<file path="src/hw/asf_defs.svh">
// Function
// - Results are sign-extended two's complement values
// - Axis results readable at result bytes 0x02-0x07
// - Queue enabled limits widths to 6-12 bits
// - Width field decodes 6,7,8,10,12,14 bits
// - Range field decodes 2,4,8,16,12 g
// - Queue disabled gates queue interrupts, levels, modes
// - Queue flags show defaults while disabled
// - Normal mode writes while entries remain free
// - Watermark mode drops samples at threshold
// - Disabled writes outputs, enabled writes queue
// - Queue reset clears pointers and contents
// - Drive mode selects open-drain or push-pull
// - Polarity selects active-low or active-high request
// - Wake motion raises interrupt when enabled
// - New sample raises interrupt when enabled
// - Empty queue raises interrupt when enabled
// - Full queue raises interrupt when enabled
// - Threshold level reached raises interrupt
// - Watch motion interrupt only in watch state
`ifndef ASF_DEFS_SVH
`define ASF_DEFS_SVH
// ==========================================
// Register indices, byte address is index * 4
`define ASF_IDX_XL       8'h02
`define ASF_IDX_ZH       8'h07
`define ASF_IDX_STATUS   8'h08
`define ASF_IDX_FORMAT   8'h15
`define ASF_IDX_QUEUE    8'h16
`define ASF_IDX_IRQ      8'h17
`define ASF_REG_RESET    8'h00
// ==========================================
// Field positions
`define ASF_F_QRST       7
`define ASF_F_QEN        6
`define ASF_F_QMODE      5
`define ASF_F_DRIVE      0
`define ASF_F_POL        1
`define ASF_F_WAKE       2
`define ASF_F_ACQ        3
`define ASF_F_EMPTY      4
`define ASF_F_FULL       5
`define ASF_F_THR        6
`define ASF_F_WATCH      7
// ==========================================
// Queue geometry
`define ASF_Q_DEPTH      6'd32
`endif

</file>
<file path="src/hw/asf_pkg.sv">
// ==========================================
// Shared types
package asf_pkg;
   typedef logic [15:0] asf_result_t;
   typedef logic [13:0] asf_raw_t;
   typedef logic [35:0] asf_entry_t;
   typedef logic [5:0]  asf_count_t;
   typedef enum logic [2:0] {
      ASF_W6  = 3'h0,
      ASF_W7  = 3'h1,
      ASF_W8  = 3'h2,
      ASF_W10 = 3'h3,
      ASF_W12 = 3'h4,
      ASF_W14 = 3'h5
   } asf_width_t;
endpackage : asf_pkg

</file>
<file path="src/hw/asf_fmt.sv">
`timescale 1ns/100ps
`default_nettype none
module asf_fmt (
   input  wire logic [13:0] i_raw,
   input  wire logic [2:0]  i_width_sel,
   input  wire logic        i_queue_en,
   output logic      [15:0] o_res
);
   import asf_pkg::*;
   logic signed [15:0] ext;
   assign ext = {{2{i_raw[13]}}, i_raw};
   // ==========================================
   // Width decode and arithmetic shift
   always_comb begin
      case (i_width_sel)
         ASF_W6:  o_res = 16'(ext >>> 8);
         ASF_W7:  o_res = 16'(ext >>> 7);
         ASF_W8:  o_res = 16'(ext >>> 6);
         ASF_W10: o_res = 16'(ext >>> 4);
         ASF_W12: o_res = 16'(ext >>> 2);
         default: o_res = i_queue_en ? 16'(ext >>> 2) : ext;
      endcase
   end
endmodule : asf_fmt
`default_nettype wire

</file>
<file path="src/hw/asf_queue.sv">
`timescale 1ns/100ps
`default_nettype none
module asf_queue (
   input  wire logic             i_clk,
   input  wire logic             i_nrst,
   input  wire logic             i_clr,
   input  wire logic             i_wr,
   input  wire logic [35:0]      i_wdata,
   input  wire logic             i_rd,
   output logic      [35:0]      o_rdata,
   output logic      [5:0]       o_count
);
   import asf_pkg::*;
   logic [4:0]  wptr;
   logic [4:0]  rptr;
   asf_entry_t  mem [32];
   logic        do_wr;
   logic        do_rd;
   assign do_wr   = i_wr && (o_count != 6'd32);
   assign do_rd   = i_rd && (o_count != 6'd0);
   assign o_rdata = mem[rptr];
   // ==========================================
   // Pointers and count
   always_ff @(posedge i_clk) begin
      if (!i_nrst || i_clr) begin
         wptr    <= 5'h00;
         rptr    <= 5'h00;
         o_count <= 6'h00;
      end else begin
         if (do_wr) wptr <= wptr + 5'h01;
         if (do_rd) rptr <= rptr + 5'h01;
         o_count <= o_count + 6'(do_wr) - 6'(do_rd);
      end
   end
   // ==========================================
   // Entries
   for (genvar e = 0; e < 32; e++) begin : g_ent
      always_ff @(posedge i_clk) begin
         if (!i_nrst || i_clr) mem[e] <= 36'h0;
         else if (do_wr && wptr == 5'(e)) mem[e] <= i_wdata;
      end
   end
endmodule : asf_queue
`default_nettype wire

</file>
<file path="src/hw/asf_top.sv">
// The implementer's own choice: the AHB-Lite slave port.
`timescale 1ns/100ps
`default_nettype none
`include "asf_defs.svh"
module asf_top (
   input  wire logic               I_SYS_CLK,
   input  wire logic               I_NRST,
   input  wire logic               I_HSEL,
   input  wire logic [31:0]        I_HADDR,
   input  wire logic [1:0]         I_HTRANS,
   input  wire logic               I_HWRITE,
   input  wire logic [2:0]         I_HSIZE,
   input  wire logic [31:0]        I_HWDATA,
   input  wire logic               I_HREADY,
   output logic      [31:0]        O_HRDATA,
   output logic                    O_HREADYOUT,
   output logic                    O_HRESP,
   input  wire logic               I_SAMPLE_VALID,
   input  wire asf_pkg::asf_raw_t  I_SAMPLE_X,
   input  wire asf_pkg::asf_raw_t  I_SAMPLE_Y,
   input  wire asf_pkg::asf_raw_t  I_SAMPLE_Z,
   input  wire logic               I_WAKE_MOTION,
   input  wire logic               I_WATCH_MOTION,
   input  wire logic               I_WATCH_AND_ACTIVE_STATE,
   output logic      [2:0]         O_FULL_SCALE,
   output logic                    O_IRQ_PIN_OUT,
   output logic                    O_IRQ_PIN_OE
);
   import asf_pkg::*;
   // ==========================================
   // Declarations
   logic [7:0]  sample_format_control;
   logic [7:0]  sample_queue_control;
   logic [7:0]  interrupt_enable_control;
   asf_result_t res_x;
   asf_result_t res_y;
   asf_result_t res_z;
   asf_result_t fmt_x;
   asf_result_t fmt_y;
   asf_result_t fmt_z;
   asf_entry_t  q_head;
   asf_count_t  q_count;
   logic        q_wr;
   logic        q_rd;
   logic        queue_en;
   logic        queue_mode;
   logic        queue_rst;
   logic [4:0]  queue_threshold_level;
   logic        new_sample;
   logic        wake_flag;
   logic        watch_flag;
   logic        st_empty;
   logic        st_full;
   logic        st_level;
   logic [7:0]  status;
   logic        irq_any;
   logic        pin_level;
   logic        wr_pend;
   logic        rd_pend;
   logic [7:0]  acc_idx;
   logic        addr_ok;
   logic        addr_take;
   logic        sample_take;
   logic [31:0] next_rdata;
   logic        rd_status;
   logic        rd_pop;
   logic        irq_on_new_sample;
   logic        irq_on_queue_level;
   logic        irq_on_watch_motion;
   logic        irq_output_drive_mode;
   logic        irq_polarity;
   assign queue_rst             = sample_queue_control[`ASF_F_QRST];
   assign queue_en              = sample_queue_control[`ASF_F_QEN];
   assign queue_mode            = sample_queue_control[`ASF_F_QMODE];
   assign queue_threshold_level = sample_queue_control[4:0];
   assign irq_output_drive_mode = interrupt_enable_control[`ASF_F_DRIVE];
   assign irq_polarity          = interrupt_enable_control[`ASF_F_POL];
   assign irq_on_new_sample     = interrupt_enable_control[`ASF_F_ACQ];
   assign irq_on_queue_level    = interrupt_enable_control[`ASF_F_THR];
   assign irq_on_watch_motion   = interrupt_enable_control[`ASF_F_WATCH];
   // ==========================================
   // Sample formatting
   asf_fmt u_fmt_x (
      .i_raw       (I_SAMPLE_X),
      .i_width_sel (sample_format_control[2:0]),
      .i_queue_en  (queue_en),
      .o_res       (fmt_x)
   );
   asf_fmt u_fmt_y (
      .i_raw       (I_SAMPLE_Y),
      .i_width_sel (sample_format_control[2:0]),
      .i_queue_en  (queue_en),
      .o_res       (fmt_y)
   );
   asf_fmt u_fmt_z (
      .i_raw       (I_SAMPLE_Z),
      .i_width_sel (sample_format_control[2:0]),
      .i_queue_en  (queue_en),
      .o_res       (fmt_z)
   );
   // ==========================================
   // Sample queue
   always_comb begin
      q_wr = 1'b0;
      if (I_SAMPLE_VALID && queue_en) begin
         if (queue_mode)
            q_wr = (q_count < 6'(queue_threshold_level));
         else
            q_wr = (q_count != `ASF_Q_DEPTH);
      end
   end
   assign sample_take = queue_en ? q_wr : I_SAMPLE_VALID;
   asf_queue u_queue (
      .i_clk   (I_SYS_CLK),
      .i_nrst  (I_NRST),
      .i_clr   (queue_rst),
      .i_wr    (q_wr),
      .i_wdata ({fmt_z[11:0], fmt_y[11:0], fmt_x[11:0]}),
      .i_rd    (q_rd),
      .o_rdata (q_head),
      .o_count (q_count)
   );
   // ==========================================
   // Direct result registers
   always_ff @(posedge I_SYS_CLK) begin
      if (!I_NRST) begin
         res_x <= 16'h0000;
         res_y <= 16'h0000;
         res_z <= 16'h0000;
      end else if (I_SAMPLE_VALID && !queue_en) begin
         res_x <= fmt_x;
         res_y <= fmt_y;
         res_z <= fmt_z;
      end
   end
   // ==========================================
   // Status flags, set wins over read clear
   always_ff @(posedge I_SYS_CLK) begin
      if (!I_NRST) begin
         new_sample <= 1'b0;
         wake_flag  <= 1'b0;
         watch_flag <= 1'b0;
      end else begin
         new_sample <= sample_take || (new_sample && !rd_status);
         wake_flag  <= I_WAKE_MOTION || (wake_flag && !rd_status);
         watch_flag <= (I_WATCH_MOTION && I_WATCH_AND_ACTIVE_STATE)
                       || (watch_flag && !rd_status);
      end
   end
   assign st_empty = !queue_en || (q_count == 6'd0);
   assign st_full  = queue_en && (q_count == `ASF_Q_DEPTH);
   assign st_level = queue_en && (q_count >= 6'(queue_threshold_level));
   assign status   = {2'b00, watch_flag, wake_flag, st_level, st_full, st_empty, new_sample};
   // ==========================================
   // Interrupt combine and pin
   assign irq_any =
      (irq_on_new_sample && new_sample)
      || (interrupt_enable_control[`ASF_F_WAKE] && wake_flag)
      || (irq_on_watch_motion && watch_flag)
      || (queue_en && interrupt_enable_control[`ASF_F_EMPTY] && q_count == 6'd0)
      || (interrupt_enable_control[`ASF_F_FULL] && st_full)
      || (irq_on_queue_level && st_level);
   assign pin_level = irq_polarity ? irq_any : !irq_any;
   always_ff @(posedge I_SYS_CLK) begin
      if (!I_NRST) begin
         O_IRQ_PIN_OUT <= 1'b0;
         O_IRQ_PIN_OE  <= 1'b0;
      end else if (irq_output_drive_mode) begin
         O_IRQ_PIN_OUT <= pin_level;
         O_IRQ_PIN_OE  <= 1'b1;
      end else begin
         O_IRQ_PIN_OUT <= 1'b0;
         O_IRQ_PIN_OE  <= !pin_level;
      end
   end
   always_ff @(posedge I_SYS_CLK) begin
      if (!I_NRST) O_FULL_SCALE <= 3'h0;
      else if (sample_format_control[6:4] <= 3'h4) O_FULL_SCALE <= sample_format_control[6:4];
      else O_FULL_SCALE <= 3'h0;
   end
   // ==========================================
   // Bus slave, reads take one wait state
   assign addr_take = I_HSEL && I_HTRANS[1] && I_HREADY;
   assign addr_ok   = (I_HADDR[31:10] == 22'h0) && (I_HADDR[1:0] == 2'b00);
   assign rd_status = rd_pend && (acc_idx == `ASF_IDX_STATUS);
   assign rd_pop    = rd_pend && (acc_idx == `ASF_IDX_ZH);
   assign q_rd      = rd_pop && queue_en;
   always_ff @(posedge I_SYS_CLK) begin
      if (!I_NRST) begin
         wr_pend     <= 1'b0;
         rd_pend     <= 1'b0;
         acc_idx     <= 8'hff;
         O_HREADYOUT <= 1'b1;
         O_HRESP     <= 1'b0;
      end else begin
         wr_pend     <= addr_take && I_HWRITE;
         rd_pend     <= addr_take && !I_HWRITE;
         O_HREADYOUT <= !(addr_take && !I_HWRITE);
         if (addr_take) acc_idx <= addr_ok ? I_HADDR[9:2] : 8'hff;
      end
   end
   always_ff @(posedge I_SYS_CLK) begin
      if (!I_NRST) begin
         sample_format_control    <= `ASF_REG_RESET;
         sample_queue_control     <= `ASF_REG_RESET;
         interrupt_enable_control <= `ASF_REG_RESET;
      end else if (wr_pend) begin
         if (acc_idx == `ASF_IDX_FORMAT) sample_format_control <= I_HWDATA[7:0];
         else if (acc_idx == `ASF_IDX_QUEUE) sample_queue_control <= I_HWDATA[7:0];
         else if (acc_idx == `ASF_IDX_IRQ) interrupt_enable_control <= I_HWDATA[7:0];
      end
   end
   // ==========================================
   // Read mux, queue head when enabled
   always_comb begin
      asf_result_t hx;
      asf_result_t hy;
      asf_result_t hz;
      hx = queue_en ? {{4{q_head[11]}}, q_head[11:0]} : res_x;
      hy = queue_en ? {{4{q_head[23]}}, q_head[23:12]} : res_y;
      hz = queue_en ? {{4{q_head[35]}}, q_head[35:24]} : res_z;
      next_rdata = 32'h0;
      if (acc_idx == `ASF_IDX_XL) next_rdata = {24'h0, hx[7:0]};
      else if (acc_idx == 8'h03) next_rdata = {24'h0, hx[15:8]};
      else if (acc_idx == 8'h04) next_rdata = {24'h0, hy[7:0]};
      else if (acc_idx == 8'h05) next_rdata = {24'h0, hy[15:8]};
      else if (acc_idx == 8'h06) next_rdata = {24'h0, hz[7:0]};
      else if (acc_idx == `ASF_IDX_ZH) next_rdata = {24'h0, hz[15:8]};
      else if (acc_idx == `ASF_IDX_STATUS) next_rdata = {24'h0, status};
      else if (acc_idx == `ASF_IDX_FORMAT) next_rdata = {24'h0, sample_format_control};
      else if (acc_idx == `ASF_IDX_QUEUE) next_rdata = {24'h0, sample_queue_control};
      else if (acc_idx == `ASF_IDX_IRQ) next_rdata = {24'h0, interrupt_enable_control};
   end
   always_ff @(posedge I_SYS_CLK) begin
      if (!I_NRST) O_HRDATA <= 32'h0;
      else if (rd_pend) O_HRDATA <= next_rdata;
   end
   // ==========================================
   // Assertions
   AST_QUEUE_OFF_NO_WRITE: assert property (@(posedge I_SYS_CLK) disable iff (!I_NRST)
      !queue_en |-> !q_wr) else $error("queue written while disabled");
   AST_WATERMARK_DROP: assert property (@(posedge I_SYS_CLK) disable iff (!I_NRST)
      (queue_en && queue_mode && !queue_rst && q_count >= 6'(queue_threshold_level))
      |=> q_count <= $past(q_count)) else $error("watermark queue grew");
   AST_NORMAL_FILL: assert property (@(posedge I_SYS_CLK) disable iff (!I_NRST)
      (queue_en && !queue_mode && !queue_rst && I_SAMPLE_VALID && !q_rd
       && q_count < `ASF_Q_DEPTH) |=> q_count == $past(q_count) + 6'd1)
      else $error("normal mode sample not stored");
   AST_QUEUE_RESET: assert property (@(posedge I_SYS_CLK) disable iff (!I_NRST)
      queue_rst |=> (q_count == 6'd0 && q_head == 36'h0)) else $error("queue reset failed");
   AST_FLAG_DEFAULTS: assert property (@(posedge I_SYS_CLK) disable iff (!I_NRST)
      !queue_en |-> status[3:1] == 3'b001) else $error("queue flags not default");
   AST_DIRECT_RESULT: assert property (@(posedge I_SYS_CLK) disable iff (!I_NRST)
      (I_SAMPLE_VALID && !queue_en) |=> res_z == $past(fmt_z)) else $error("direct write missing");
   AST_PUSH_PULL: assert property (@(posedge I_SYS_CLK) disable iff (!I_NRST)
      irq_output_drive_mode |=> O_IRQ_PIN_OE) else $error("push-pull not driven");
   AST_OPEN_DRAIN_LOW: assert property (@(posedge I_SYS_CLK) disable iff (!I_NRST)
      (!irq_output_drive_mode && !irq_polarity && irq_any) |=> (O_IRQ_PIN_OE && !O_IRQ_PIN_OUT))
      else $error("active-low request not pulled low");
   AST_FULL_IRQ: assert property (@(posedge I_SYS_CLK) disable iff (!I_NRST)
      (interrupt_enable_control[`ASF_F_FULL] && st_full) |-> irq_any) else $error("full irq missing");
   AST_SIGN_EXT: assert property (@(posedge I_SYS_CLK) disable iff (!I_NRST)
      I_SAMPLE_VALID |-> fmt_x[15] == I_SAMPLE_X[13]) else $error("result not sign extended");
   AST_WAKE_IRQ: assert property (@(posedge I_SYS_CLK) disable iff (!I_NRST)
      (I_WAKE_MOTION && interrupt_enable_control[`ASF_F_WAKE] && !wr_pend) |=> ##1 O_IRQ_PIN_OE
      || irq_output_drive_mode || irq_polarity) else $error("wake irq missing");
   COV_QUEUE_FULL: cover property (@(posedge I_SYS_CLK) disable iff (!I_NRST) st_full);
   COV_WATERMARK: cover property (@(posedge I_SYS_CLK) disable iff (!I_NRST)
      queue_mode && st_level && I_SAMPLE_VALID);
   COV_POP: cover property (@(posedge I_SYS_CLK) disable iff (!I_NRST) q_rd && q_count != 6'd0);
endmodule : asf_top
`default_nettype wire

</file>
<file path="config.mk">
export PLATFORM = sky130hd
export DESIGN_NAME = asf_top
export DESIGN_NICKNAME = d
export VERILOG_FILES = /design/src/hw/asf_pkg.sv /design/src/hw/asf_fmt.sv /design/src/hw/asf_queue.sv /design/src/hw/asf_top.sv
export VERILOG_INCLUDE_DIRS = /design/src /design/src/hw
export SDC_FILE = /design/constraint.sdc
export NUM_CORES = 2
export LEC_CHECK = 0
export BUFFER_PORTS_ARGS = -buffer_cell sky130_fd_sc_hd__buf_2
export CELL_PAD_IN_SITES_DETAIL_PLACEMENT = 0
export CELL_PAD_IN_SITES_GLOBAL_PLACEMENT = 2
export CORE_MARGIN = 8
export CORE_UTILIZATION = 46
export CTS_BUF_LIST = sky130_fd_sc_hd__clkbuf_4 sky130_fd_sc_hd__clkbuf_8
export DETAILED_ROUTE_END_ITERATION = 10
export GPL_TIMING_DRIVEN = 1
export HOLD_SLACK_MARGIN = 0.03
export PLACE_DENSITY_LB_ADDON = 0.1
export SYNTH_ARGS = -nofsm -noshare
export SYNTH_HDL_FRONTEND = slang
export SYNTH_HIERARCHICAL = 1
export SYNTH_SLANG_ARGS = --single-unit
export TNS_END_PERCENT = 50
</file>
<file path="constraint.sdc">
create_clock -name I_SYS_CLK -period 8 [get_ports I_SYS_CLK]
set_input_delay 0.4 -clock I_SYS_CLK [delete_from_list [all_inputs] [get_ports I_SYS_CLK]]
set_output_delay 0.4 -clock I_SYS_CLK [all_outputs]
set_load 0.05 [all_outputs]
</file>
==> impl_metrics.py <==
metrics = {
    "outcome": {
        "status": "complete, no violations",
    },
    "pwr": {
        "p_comb_frac": 0.049,
        "powerDensity_mw_per_mm2": 202.4,
        "power_switching_mw": 3.273,
        "ir_worst_vdd_uv": 165.4,
        "p_int_mw": 10.61,
        "clock_power_share": 0.411,
        "leakage_nw": 24.75,
        "p_seq_frac": 0.540,
        "switching_share": 0.2358,
    },
    "cts": {
        "cts_setup_buffers": 0,
        "ctsLongestPathBuffers": 3,
        "cts_buffers": 216,
        "cts_tree": "built",
        "cts_root_buf": "clkbuf_8",
        "htree_levels": 4,
        "worstSkewPairLatency_ns": 0.96,
        "cts.clk_slew.worst_paths_ns": 0.06,
        "numClockSinks": 1272,
    },
    "floorplanning": {
        "ios": 159,
        "placementRows": 133,
        "initial_core_util": 0.4634,
        "core_mm2": 0.1316,
        "die_h_um": 380.1,
        "die-area_mm2": 0.1445,
        "die_w_um": 380.1,
    },
    "timing": {
        "fmax_mhz": 210.8,
        "fin_skew_ns": 0.07628,
        "post-route-period-util": 0.5931,
        "tns_ns": 0,
        "rsz0062_at_grt": "no",
        "relSlewSlack": 0.2188,
        "min_period_ns": 4.745,
        "hold_viol": 0,
        "finalMaxSlewViolations": 0,
        "setup_violations": 0,
        "worst_pin_slew_ns": 1.168,
    },
    "worst_setup_path": {
        "critPathRequiredTime_ns": 8.84,
        "path_cells": "buf_4 > mux2_2 > o21ai_0 > nor3_1 > or4_1 > mux4_2 > a22oi_1 > nor2_1 > a311oi_1 > o211ai_1 > a22o_1",
        "slowest_delay_ns": 0.81,
        "worst_setup_path_start_kind": "flip-flop",
        "critPathTopFamily": "compound AO/OA/AOI/OAI gates",
        "crit_slowest_cell": "dfxtp_4",
        "worstPathArrival_ns": 5.59,
        "crit_buf_inv": 1,
        "crit_type": "reg2reg",
        "critPathMaxFanout": 53,
        "endpoint_kind": "flip-flop",
    },
    "finish": {
        "layoutNonFillerInstCount": 6694,
        "drive_above_1_share": 0.2185,
        "postLayoutCoreUtil": 0.5209,
        "nNetsFinal": 4883,
        "fillers": 11232,
        "syn_to_final_growth_pct": 12.42,
    },
    "detailed_routing": {
        "wirelength_mm": 196.1,
        "firstDrtPassIters": 6,
        "ant_nets": 0,
        "drc_errors": 0,
        "via_count": 38619,
        "drtIter0Drc": 3548,
        "vias_per_cell": 5.769,
        "wl_per_cell_um": 29.29,
    },
    "job": {
        "drv_cap": 0,
    },
    "yosys": {
        "ys_async_sr_fraction": 0,
        "synth-seq-cells": 1272,
        "synth_cells": 4670,
        "syn_area_mm2": 0.06100,
        "synth_seq_area_share": 0.6065,
        "synth_cell_types": 70,
        "synth_ff_type": "edfxtp_1",
        "syn_avg_cell_area_um2": 13.06,
        "ys.warnings.count": 6,
        "synth_edf_count": 1152,
    },
    "hold_path": {
        "hp-class": "in2reg",
    },
    "placement": {
        "gp_congestion": 0.8234,
        "io_buffer_count": 105,
        "dp_cells": 6233,
        "dp_hpwl_mm": 111.9,
    },
    "global_routing": {
        "grt_pass1_vias": 38336,
        "overflow": 0,
        "grt_pass1_wl_mm": 279.6,
        "grt_max_degree": 128,
        "grtUsageTotal": 0.2640,
        "antenna_found_initial": 24,
    },
}
## placed cells by master, fill, tap and decap left out, types with 30 or more instances in the layout
master            n
dfxtp_1         114
nor2_2           31
nor3_1           93
nor2_1           44
buf_2           105
nand2_1         176
nor2b_1          97
o22ai_1          91
and2_1         1157
mux2_2          227
a21boi_0         57
inv_1            44
clkbuf_8        222
nand3_1          34
dlygate4sd3_1    45
mux2i_1          77
clkbuf_4         71
a211oi_1         80
clkinv_1         70
o21ai_0         115
a22o_1           75
a21oi_1          54
or4_1            40
mux4_2          148
buf_4           136
edfxtp_1       1152
o21ai_4          30
## synth_stat cells (all sizes together) (10+ instances only)
cell type	count	area, um^2
a21oi	60	300.3
o21ai	145	725.7
nor2	77	289.0
clkbuf	341	1280
nor2b	100	625.6
a2bb2oi	19	166.4
nor4	18	127.6
and2	1159	7251
mux2	227	2556
buf	119	752.0
nand2	179	671.9
ha	21	262.8
or4	40	300.3
nand3	34	170.2
nand2b	13	81.33
edfxtp	1152	34590
o22ai	91	569.3
mux2i	77	770.7
a211oi	80	600.6
dfxtp	120	2402
a221oi	10	87.58
nor3	94	481.7
nand3b	25	187.7
a22o	75	656.9
and3	14	87.58
a21boi	57	427.9
inv	44	165.2
a22oi	14	105.1
mux4	148	3333
## flip-flops by register name, indices dropped and copies added (netlist names), 3 cells and up, named ones only
signal and count:
O_FULL_SCALE 3, O_HRDATA 8, acc_idx 8, interrupt_enable_control 8, res_x 16, res_y 16, res_z 16, sample_format_control 8
sample_queue_control 8, u_queue/mem 1152, u_queue/o_count 6, u_queue/rptr 5, u_queue/wptr 5
## worst register-to-register path, delay by kind of cell, from the launching register on
kind / cells / cell delay, ns
mux: 2 / 0.97
buf+inv: 1 / 0.74
simple gates: 3 / 0.93
flops: 1 / 0.81
compound gates: 5 / 1.23
## layer usage
metal / GRT usage / routed length, um / up-vias
met3: 0.05392 / 14320 / 276
met2: 0.4178 / 90750 / 1370
met5: 0 / 41 / -
met4: 0.08865 / 5904 / 6
met1: 0.3645 / 85040 / 19788
li1: - / - / 17179
## cells by family after synthesis
| group | count (synthesis) | synth area share |
|---|---|---|
| buf+inv | 504 | 0.03602 |
| compound gates | 613 | 0.06777 |
| fa+ha+maj | 22 | 0.004636 |
| xor+xnor | 8 | 0.001149 |
| flops | 1272 | 0.6065 |
| mux | 452 | 0.1092 |
| other cells | 1 | 0.00006148 |
| simple gates | 1798 | 0.1746 |
## per-stage QoR
step	total power, mW	setup WS (ns)	hold WS (ns)	cell area (um^2)
after floorplan	7.974	2.324	0.4307	61090
after global placement	8.281	3.184	0.4475	63900
after detailed placement	8.297	3.235	0.4551	63900
after CTS	14.02	3.208	0.09778	68520
after global routing	14.33	3.091	0.1653	68530
final	13.88	3.255	0.2205	68570
## layout make-up
| cell class | count | area [um^2] | share of cell area |
|---|---|---|---|
| tap | 1755 | 2196 | 0.03202 |
| sequential | 1272 | 37020 | 0.5398 |
| clock buffer | 293 | 3588 | 0.05233 |
| antenna | 19 | 47.55 | 0.0006934 |
| timing repair buffer | 289 | 2057 | 0.03000 |
| inverter | 44 | 165.2 | 0.002409 |
| multi-input combinational | 2918 | 22920 | 0.3343 |
| clock inverter | 104 | 580.6 | 0.008467 |
## timing repair
action                    in CTS  in global routing
hold buffers                  45                  0
hold endpoints to repair      82                  0
resized for setup              0                  0
## power by group through the flow
stage / logic [mW] / registers [mW] / clock network (mW)
final: 0.676 / 7.49 / 5.71
after global routing: 0.710 / 7.51 / 6.10
after CTS: 0.681 / 7.49 / 5.85
after detailed placement: 0.665 / 7.63 / 0
after global placement: 0.660 / 7.62 / 0
after floorplan: 0.339 / 7.63 / 0
## path summary, 6_finish.rpt
kind | from | to | slack (ns) | depth (start not counted)
hold / removal | I_SAMPLE_Z[11] | u_queue/mem[1][35]$_SDFFCE_PN0P_ | 0.22 | 4
setup / recovery | flip-flop | O_HRDATA[1]$_SDFFE_PN0P_ | 3.26 | 11
setup reg to reg | flip-flop | O_HRDATA[1]$_SDFFE_PN0P_ | 3.26 | 11
hold reg to reg | res_y[10]$_SDFFE_PN0P_ | res_y[10]$_SDFFE_PN0P_ | 0.46 | 2
No activity file was read; power rests on OpenSTA's default activity.
